$ cat src/hdl/gfh_pkg.sv
// Shared constants and types for the generic flash host port
package gfh_pkg;
   localparam int          DATA_W        = 32;
   localparam int          ADDR_W        = 12;
   localparam int          BYTE_W        = 8;
   localparam int          BYTES_PER_WORD = 4;
   localparam logic [31:0] RST_DATA      = 32'h0000_0000;
   localparam int          PROG_TIME_NS  = 200;
   localparam int          CLK_PERIOD_NS = 10;
   localparam int          PROG_CYCLES   = (PROG_TIME_NS + CLK_PERIOD_NS - 1) / CLK_PERIOD_NS;
   localparam int          CNT_W         = 8;
   localparam logic [7:0]  STAT_BUSY_BIT = 8'h00;
   localparam logic [7:0]  STAT_DONE_BIT = 8'h01;
   typedef enum logic [2:0] {
      GFH_IDLE  = 3'b000,
      GFH_BYTE  = 3'b001,
      GFH_ACK   = 3'b011,
      GFH_HOLD  = 3'b010,
      GFH_POLL  = 3'b110
   } gfh_dev_state_t;
   typedef enum logic [1:0] {
      GFH_H_IDLE = 2'b00,
      GFH_H_REQ  = 2'b01,
      GFH_H_WAIT = 2'b11
   } gfh_host_state_t;
endpackage

$ cat src/hdl/gfh_if.sv
// Host port signals shared by the flash port device end and the host end
interface gfh_if #(parameter int ADDR_W = gfh_pkg::ADDR_W);
   logic              flash_array_choose_low;
   logic              ctrl_reg_choose_low;
   logic [ADDR_W-1:0] addr;
   logic [31:0]       write_data_bus;
   logic [31:0]       rd_data;
   logic              wr_low;
   logic              rd_low;
   logic              ready_low;
   logic              int_low;
   // Flash port end
   modport dev (input flash_array_choose_low, ctrl_reg_choose_low, addr, write_data_bus,
                wr_low, rd_low, output rd_data, ready_low, int_low);
   // Application host end
   modport host (output flash_array_choose_low, ctrl_reg_choose_low, addr, write_data_bus,
                 wr_low, rd_low, input rd_data, ready_low, int_low);
endinterface

$ cat src/hdl/gfh_dev.sv
// Device end of the generic flash host port with an internal byte-wide flash array
//
// Functional notes
// - All transfers on rising system clock
// - Synchronous 32-bit RAM-like memory port
// - Host selects flash array low
// - Host selects control registers low
// - Address width is a parameter
// - 32-bit write data for program
// - Separate 32-bit read data output
// - Write strobe only with valid data
// - Read strobe only with valid address
// - Ready low on accept or data
// - Interrupt low when program finishes
// - Automatic busy polling, buffered write
// - Byte array packed into 32-bit words
module gfh_dev
   import gfh_pkg::*;
#(
   parameter int ADDR_W = gfh_pkg::ADDR_W,
   parameter int DEPTH  = 256
) (
   // Clock and reset
   input  wire logic CLK_SYS_I,
   input  wire logic RST_I,
   // Host port
   // 32-bit RAM-like port
   gfh_if.dev        PORT,
   // Status
   output logic      BUSY_O
);
   import gfh_pkg::*;

   // Byte-wide flash contents
   // Not reset: a word that was never written reads back unknown
   logic [BYTE_W-1:0]     mem_q [DEPTH];
   gfh_dev_state_t        st_q, st_d;
   logic [1:0]            bcnt_q, bcnt_d;
   logic [31:0]           rdat_q, rdat_d;
   logic [31:0]           wbuf_q, wbuf_d;
   logic [ADDR_W-1:0]     abuf_q, abuf_d;
   logic                  isw_q, isw_d;
   logic                  rdy_q, rdy_d;
   logic                  int_q, int_d;
   logic                  busy_q, busy_d;
   logic                  done_q, done_d;
   logic [CNT_W-1:0]      pcnt_q, pcnt_d;
   logic                  mem_we;
   logic [$clog2(DEPTH)-1:0] mem_a;

   // Byte address within the array for the current byte lane
   // Address bits above the array drop off, so word addresses wrap
   function automatic logic [$clog2(DEPTH)-1:0] byte_addr(input logic [ADDR_W-1:0] a,
                                                          input logic [1:0] lane);
      logic [ADDR_W+1:0] full;
      full = {a, lane};
      return full[$clog2(DEPTH)-1:0];
   endfunction

   // Status word with busy and done at their field positions, spare bits zero
   function automatic logic [31:0] status_word(input logic busy, input logic done);
      logic [31:0] w;
      w = 32'h0000_0000;
      w[STAT_BUSY_BIT[4:0]] = busy;
      w[STAT_DONE_BIT[4:0]] = done;
      return w;
   endfunction

   // Array address and write enable for the current byte lane
   assign mem_a  = byte_addr(abuf_q, bcnt_q);
   assign mem_we = (st_q == GFH_BYTE) && isw_q;

   // Next-state logic for the transfer sequencer
   always_comb begin
      st_d   = st_q;
      bcnt_d = bcnt_q;
      rdat_d = rdat_q;
      wbuf_d = wbuf_q;
      abuf_d = abuf_q;
      isw_d  = isw_q;
      rdy_d  = 1'b1;
      int_d  = int_q;
      busy_d = busy_q;
      done_d = done_q;
      pcnt_d = pcnt_q;
      case (st_q)
         GFH_IDLE: begin
            if (!PORT.ctrl_reg_choose_low && !PORT.rd_low) begin
               // Reading status clears done and withdraws the interrupt
               // Status register read
               rdat_d = status_word(busy_q, done_q);
               done_d = 1'b0;
               int_d  = 1'b1;
               rdy_d  = 1'b0;
               st_d   = GFH_ACK;
            end else if (!PORT.flash_array_choose_low && !busy_q &&
                         (!PORT.rd_low || !PORT.wr_low)) begin
               // Not taken while a program runs; the host simply waits
               // Flash array access
               abuf_d = PORT.addr;
               wbuf_d = PORT.write_data_bus;
               isw_d  = !PORT.wr_low;
               bcnt_d = 2'b00;
               st_d   = GFH_BYTE;
            end
         end

         GFH_BYTE: begin
            // Read bytes shift in from the top, so lane 0 ends in bits 7:0
            // Byte packing
            if (!isw_q) begin
               rdat_d = {mem_q[mem_a], rdat_q[31:8]};
            end
            bcnt_d = bcnt_q + 2'b01;
            if (bcnt_q == 2'b11) begin
               rdy_d = 1'b0;
               st_d  = GFH_ACK;
               if (isw_q) begin
                  busy_d = 1'b1;
                  done_d = 1'b0;
                  pcnt_d = CNT_W'(PROG_CYCLES);
               end
            end
         end

         GFH_ACK: begin
            // Ready stands low for this one cycle only
            // Acknowledge, then move on to wait for the host to release its strobe
            st_d = GFH_HOLD;
         end

         GFH_HOLD: begin
            // Waiting for release keeps a held strobe from being taken twice
            // Host releases strobes
            if (PORT.rd_low && PORT.wr_low) begin
               st_d = busy_q ? GFH_POLL : GFH_IDLE;
            end
         end

         GFH_POLL: begin
            // No access is taken here, so the program time is never cut short
            // Automatic busy polling
            if (pcnt_q == '0) begin
               busy_d = 1'b0;
               done_d = 1'b1;
               int_d  = 1'b0;
               st_d   = GFH_IDLE;
            end else begin
               // Count the program time down
               pcnt_d = pcnt_q - CNT_W'(1);
            end
         end
         default: st_d = GFH_IDLE;
      endcase
   end

   // Sequencer registers
   always_ff @(posedge CLK_SYS_I) begin
      if (RST_I) begin
         st_q   <= GFH_IDLE;
         bcnt_q <= 2'b00;
         rdat_q <= RST_DATA;
         wbuf_q <= RST_DATA;
         abuf_q <= '0;
         isw_q  <= 1'b0;
         // Handshake outputs idle high
         rdy_q  <= 1'b1;
         int_q  <= 1'b1;
         busy_q <= 1'b0;
         done_q <= 1'b0;
         pcnt_q <= '0;
      end else begin
         st_q   <= st_d;
         bcnt_q <= bcnt_d;
         rdat_q <= rdat_d;
         wbuf_q <= wbuf_d;
         abuf_q <= abuf_d;
         isw_q  <= isw_d;
         rdy_q  <= rdy_d;
         int_q  <= int_d;
         busy_q <= busy_d;
         done_q <= done_d;
         pcnt_q <= pcnt_d;
      end
   end

   // Array write, one byte lane per cycle, low lane first
   // Only one transfer runs at a time, so a write never meets a read
   always_ff @(posedge CLK_SYS_I) begin
      if (mem_we) begin
         mem_q[mem_a] <= wbuf_q[8*bcnt_q +: 8];
      end
   end

   assign PORT.rd_data   = rdat_q;
   assign PORT.ready_low = rdy_q;
   // Interrupt level, held until a status read
   assign PORT.int_low   = int_q;
   // Program in progress
   assign BUSY_O         = busy_q;
endmodule

$ cat src/flat_wrapper.sv
// flat-port wrapper written by rule: the top's interface ports become plain ports
module gfh_dev_flat import gfh_pkg::*;
#(
   parameter int ADDR_W = gfh_pkg::ADDR_W,
   parameter int DEPTH  = 256
)
  (CLK_SYS_I, RST_I, BUSY_O, PORT_flash_array_choose_low, PORT_ctrl_reg_choose_low, PORT_addr, PORT_write_data_bus, PORT_wr_low, PORT_rd_low, PORT_rd_data, PORT_ready_low, PORT_int_low);
  gfh_if #(.ADDR_W(ADDR_W)) PORT_i ();
  input  wire logic CLK_SYS_I;
  input  wire logic RST_I;
  output logic BUSY_O;
  input wire logic [$bits(PORT_i.flash_array_choose_low)-1:0] PORT_flash_array_choose_low;
  input wire logic [$bits(PORT_i.ctrl_reg_choose_low)-1:0] PORT_ctrl_reg_choose_low;
  input wire logic [$bits(PORT_i.addr)-1:0] PORT_addr;
  input wire logic [$bits(PORT_i.write_data_bus)-1:0] PORT_write_data_bus;
  input wire logic [$bits(PORT_i.wr_low)-1:0] PORT_wr_low;
  input wire logic [$bits(PORT_i.rd_low)-1:0] PORT_rd_low;
  output wire logic [$bits(PORT_i.rd_data)-1:0] PORT_rd_data;
  output wire logic [$bits(PORT_i.ready_low)-1:0] PORT_ready_low;
  output wire logic [$bits(PORT_i.int_low)-1:0] PORT_int_low;
  assign PORT_i.flash_array_choose_low = PORT_flash_array_choose_low;
  assign PORT_i.ctrl_reg_choose_low = PORT_ctrl_reg_choose_low;
  assign PORT_i.addr = PORT_addr;
  assign PORT_i.write_data_bus = PORT_write_data_bus;
  assign PORT_i.wr_low = PORT_wr_low;
  assign PORT_i.rd_low = PORT_rd_low;
  assign PORT_rd_data = PORT_i.rd_data;
  assign PORT_ready_low = PORT_i.ready_low;
  assign PORT_int_low = PORT_i.int_low;
  gfh_dev #(.ADDR_W(ADDR_W), .DEPTH(DEPTH)) u_core (.CLK_SYS_I(CLK_SYS_I), .RST_I(RST_I), .PORT(PORT_i), .BUSY_O(BUSY_O));
endmodule
$ cat config.mk
export PLATFORM = sky130hd
export DESIGN_NAME = gfh_dev_flat
export DESIGN_NICKNAME = d
export VERILOG_FILES = /design/src/hdl/gfh_pkg.sv /design/src/hdl/gfh_if.sv /design/src/hdl/gfh_dev.sv /design/src/flat_wrapper.sv
export SDC_FILE = /design/constraint.sdc
export NUM_CORES = 2
export LEC_CHECK = 0
export ABC_AREA = 0
export BUFFER_PORTS_ARGS = -buffer_cell sky130_fd_sc_hd__buf_4
export CAP_MARGIN = 20
export CORE_ASPECT_RATIO = 2
export CORE_MARGIN = 4
export CORE_UTILIZATION = 50
export DETAILED_ROUTE_END_ITERATION = 8
export MAX_ROUTING_LAYER = met4
export PLACE_DENSITY = 0.66
export SYNTH_ARGS = -nofsm -noshare
export SYNTH_HDL_FRONTEND = slang
export SYNTH_SLANG_ARGS = --single-unit
$ cat constraint.sdc
create_clock -name CLK_SYS_I -period 5.81 [get_ports CLK_SYS_I]
set_input_delay 0.581 -clock CLK_SYS_I [delete_from_list [all_inputs] [get_ports CLK_SYS_I]]
set_output_delay 0.581 -clock CLK_SYS_I [all_outputs]
set_load 0.05 [all_outputs]
After elaboration in Yosys (flattened, before gate mapping)

Memories as Yosys holds them, arrays and structs flattened.
Index checks and enable logic that the tools add are counted.

RAM bits: 2048
Bits in registers: 88
Input bits: 50
Logic and storage cells: 89
Memories: 1
Output and inout bits: 35

Memories:

| name         | words | width | read ports | clocked after Yosys merged registers in | write ports | line          | RTL |
|---|---|---|---|---|---|---|---|
| u_core.mem_q | 256   | 8     | 1          | 0                                       | 1           | gfh_dev.sv:36 | `logic [BYTE_W-1:0] mem_q [DEPTH];` |

Equal/unequal tests: 15
Bitwise operators: 1
Reductions and logical operators: 25
Shifts and indexed selects: 1
Multiplexer cells: 33
$add $sub $neg: 2

Operator list:

| kind                                                                    | count |
|---|---|
| 32-bit two-way mux                                                      | 2 |
| 32-bit case mux with 2 select lines                                     | 1 |
| 32-bit by 6-bit variable part select with 8-bit output                  | 1 |
| 8-bit two-way mux                                                       | 3 |
| 3-bit two-way mux                                                       | 6 |
| 8-bit case mux with 2 select lines                                      | 1 |
| 3-bit case mux with 5 select lines                                      | 1 |
| 1-bit two-way mux                                                       | 12 |
| 3-bit AND reduction                                                     | 4 |
| 4-bit AND reduction                                                     | 3 |
| 2-bit by 1-bit inequality test with 1-bit output, second input constant | 5 |
| 8-bit logical NOT                                                       | 1 |
| 2-bit inequality test, second input constant                            | 4 |
| 8-bit by 1-bit subtractor with 8-bit output, second input constant      | 1 |
| 3-bit by 2-bit equality test with 1-bit output, second input constant   | 2 |
| 1-bit case mux with 2 select lines                                      | 3 |
| 2-bit nonzero test                                                      | 3 |
| 1-bit logical AND                                                       | 5 |
| 1-bit logical NOT                                                       | 5 |
| 5-bit AND reduction                                                     | 1 |
| 2-bit two-way mux                                                       | 2 |
| 2-bit case mux with 2 select lines                                      | 1 |
| 3-bit by 1-bit equality test with 1-bit output, second input constant   | 1 |
| 3-bit equality test, second input constant                              | 1 |
| 8 further kinds                                                         | 8 |

Logic depth before layout (Yosys ltp)

Depth in word-level cells: 6
Gate-level depth with buffers: 12
Mapped depth without buffers: 8

Worst setup path before layout

No wires, ideal clock.

Path type: register -> register
From: register u_core.bcnt_q[1]
To: memory u_core.mem_q[0][0] (data pin)
Required time: 5258 ps
Setup slack: 1662 ps
Cell stages (with the launch flop): 8
Arrival: 3597 ps
Path through: dfxtp_1 -> buf_4 -> buf_2 -> buf_2 -> buf_2 -> buf_2 -> buf_1 -> mux4_2

Longest elaborated chain between the ends: 1

Ends and longest elaborated chain:

| item                                                   | line           | RTL |
|---|---|---|
| from (decl)                                            | gfh_dev.sv:38  | `logic [1:0] bcnt_q, bcnt_d;` |
| from (signal assigned)                                 | gfh_dev.sv:174 | `bcnt_q <= bcnt_d;` |
| 32-bit by 6-bit variable part select with 8-bit output | gfh_dev.sv:191 | `mem_q[mem_a] <= wbuf_q[8*bcnt_q +: 8];` |
| to (decl)                                              | gfh_dev.sv:36  |  |

No other way between the ends.

Worst setup path in the final report

From: register u_core.bcnt_q[1]
To: register u_core.rdat_q[31] (netlist: u_core.PORT.rd_data[31])

Longest elaborated chain between the ends: 3

Ends and longest elaborated chain:

| item                                | line           | RTL |
|---|---|---|
| memory 256 x 8 bit                  | --             |  |
| 32-bit two-way mux                  | gfh_dev.sv:111 | `if (!isw_q) begin` |
| 32-bit case mux with 2 select lines | gfh_dev.sv:86  | `case (st_q)` |
| to (signal assigned)                | gfh_dev.sv:175 | `rdat_q <= rdat_d;` |
| to (decl)                           | gfh_dev.sv:39  | `logic [31:0] rdat_q, rdat_d;` |

No other way between the ends. The select of a mux whose other input is x is not followed.
A chain may end at the register's enable or synchronous reset.

==> impl_metrics.tcl <==
set metrics [dict create \
    vias 40900 \
    antenna_found_initial 3 \
    p_leak_nw 28.1 \
    setup_viol 0 \
    critPathKind "reg -> reg" \
    status "complete, no violations" \
    first_pass_iters 5 \
    nets 4387 \
    cp_max_fo 57 \
    viasPerCell 6.22 \
    synthFlopType "edfxtp_1" \
    grt.overflow.total 0 \
    hold_class "in -> reg" \
    finalHoldViolCount 0 \
    avgSynthCellArea_um2 19.6 \
    endpoint "u_core.PORT.rd_data[31]$_SDFFE_PP0P_" \
    port_buffers 78 \
    fmax_mhz 233 \
    clock-root-buffer "clkbuf_16" \
    core_um2 164000 \
    gp_congestion 0.910 \
    tightest_slew_ns 1.19 \
    drc_errors 0 \
    ff2ff_path_depth 8 \
    period_needed_ns 4.29 \
    syn-cell-area_um2 82700 \
    ys_seq_area_share_pct 76.5 \
    wl_per_cell_um 30.9 \
    die_w_um 296 \
    cts_max_level 4 \
    endpoint_kind "flip-flop" \
    synth_edf_count 2048 \
    initial_core_util_pct 50.4 \
    drive_above_1_share_pct 18.1 \
    maxCapViolCount 0 \
    mostFrequentLayoutCell "edfxtp_1" \
    ios 85 \
    power_w 0.0350 \
    cp.required_ns 6.48 \
    worstSkewPairLatency_ns 0.84 \
    clk_path_buf_depth 4 \
    ys_ff_latch 2136 \
    post_cts_buffers 0 \
    cts_sinks 2136 \
    grt_pass1_vias 42300 \
    async_flop_share_pct 0 \
    track_usage_pct 24.3 \
    layout_common_cells "edfxtp_1, mux4_2, mux2i_1" \
    tritoncts "done" \
    tns_ns 0 \
    seqCellArea_um2 63300 \
    place_hpwl_um 128000 \
    num_rows 210 \
    grt_pass1_wl_um 293000 \
    path_clk_slew_ns 0.07 \
    dieArea_um2 172000 \
    critPathLaunch "u_core.bcnt_q[1]$_SDFFE_PP0P_" \
    skew_ns 0.0470 \
    rsz0062_at_grt "false" \
    cp-start-kind "flip-flop" \
    cts_buffers 178 \
    drv_slew 0 \
    reg2reg_slack_ns 1.52 \
    chipHeight_um 583 \
    synth.distinct_cells 66 \
    postLayoutCoreUtil_pct 55.7 \
    relSlewSlack_pct 20.7 \
    grt_max_degree 152 \
    ir_worst_vdd_mv 0.247 \
    cp.arrival_ns 4.97 \
    drt-total-wl_um 203000 \
    syn_inst 4213 \
    drtIter0Drc 3277 \
    areaGrowthSynthToFinish_pct 10.4 \
    ant_nets 0 \
    period_share_pct 73.9 \
    synth_fp_nets 4269 \
    rr_endpoint "u_core.PORT.rd_data[31]$_SDFFE_PP0P_" \
    ys_warn_count 0 \
    crit-reg2reg-launch "u_core.bcnt_q[1]$_SDFFE_PP0P_" \
    cellPowerDensity_nw_per_um2 384 \
    fillers 12200 \
    multi_input_area_um2 18000 \
]
==> worst min-delay path by stage <==
stage	start	end	slack [ns]	depth (start not counted)
after floorplan	u_core.wbuf_q[15]$_SDFFE_PP0P_	u_core.wbuf_q[15]$_SDFFE_PP0P_	0.43	2
after global placement	u_core.wbuf_q[20]$_SDFFE_PP0P_	u_core.wbuf_q[20]$_SDFFE_PP0P_	0.44	2
after detailed placement	u_core.wbuf_q[0]$_SDFFE_PP0P_	u_core.wbuf_q[0]$_SDFFE_PP0P_	0.45	2
after CTS	PORT_write_data_bus[4]	u_core.wbuf_q[4]$_SDFFE_PP0P_	0.0002	3
after global routing	PORT_write_data_bus[6]	u_core.wbuf_q[6]$_SDFFE_PP0P_	0.04	3
final	PORT_addr[0]	u_core.abuf_q[0]$_SDFFE_PP0P_	0.04	3
==> area by class of cell <==
class,count,area share (%)
tap,2120,2.91
antenna,5,0.0137
sequential,2136,69.3
inverter,8,0.0329
clock inverter,91,1.01
timing repair buffer,193,1.88
clock buffer,214,5.12
multi-input combinational,1814,19.7
==> logic make-up (layout without fill, tap and decap cells) <==
logic type,count (synthesis),in the layout,share of synthesized area (%)
buffers and inverters,263,506,1.80
other,0,5,0
XOR/XNOR,5,5,0.0529
AND/OR/NAND/NOR,618,618,3.44
multiplexers,715,715,14.2
AO/OA/AOI/OAI,470,470,3.97
adder cells (fa/ha/maj),6,6,0.0908
flip-flops,2136,2136,76.5
==> what timing repair did <==
action | in CTS | in global routing
gates resized for setup | 0 | 0
hold buffers | 30 | 0
endpoints found under the hold margin | 30 | 0
setup endpoints to repair | 0 | 0
==> power by group <==
group / internal [W] / switching, W / total (W)
logic: 0.00210 / 0.00334 / 0.00544
clock network: 0.00657 / 0.00530 / 0.0119
registers: 0.0175 / 0.000186 / 0.0177
total: 0.0262 / 0.00883 / 0.0350
==> metal layers <==
metal / share of wire (%) / up-vias / global-route usage (%)
met2: 54 / 1515 / 42.6
met1: 34 / 21400 / 26.8
met5: 0 / - / -
met4: 6.8 / 0 / 13.7
met3: 5.3 / 508 / 2.82
li1: - / 17500 / -
==> through the flow <==
step / hold slack [ns] / area, um2 / setup slack, ns / cells
after global placement: 0.438 / 85300 / 1.52 / 6238
after CTS: 0.000179 / 91300 / 1.48 / 6575
after floorplan: 0.433 / 82700 / 1.66 / 4213
after global routing: 0.0401 / 91300 / 1.32 / 6578
after detailed placement: 0.447 / 85400 / 1.49 / 6240
final: 0.0404 / 91300 / 1.52 / 6581
==> cells in the mapped netlist (all sizes together) (29+ instances only) <==
cell	count	area (um2)
edfxtp	2048	61500
mux4	364	8200
mux2i	351	3510
nor2	304	1150
buf	150	1060
nand2	143	537
a22oi	116	871
clkbuf	105	394
o22ai	104	651
dfxtp	88	1760
a221oi	68	646
a21oi	67	335
o21ai	50	254
and3	29	181
==> flip-flops by register name, indices dropped and copies added, names as in the netlist <==
register	flops
u_core.PORT.ready_low	1
u_core.mem_q	2048
u_core.isw_q	1
u_core.wbuf_q	32
u_core.st_q	3
u_core.done_q	1
u_core.abuf_q	6
u_core.pcnt_q	8
u_core.BUSY_O	1
u_core.PORT.rd_data	32
u_core.PORT.int_low	1
u_core.bcnt_q	2
==> worst max-delay path, cell delays in order (launching register included) <==
cell and delay (ns):
dfxtp_4 1.00, inv_2 0.56, nor2_4 0.55, buf_4 0.42
a221oi_1 0.24, o21ai_0 0.15, nand4_1 0.41, nor4_1 0.65
o22ai_1 0.14
(Power assumes the default switching activity.)
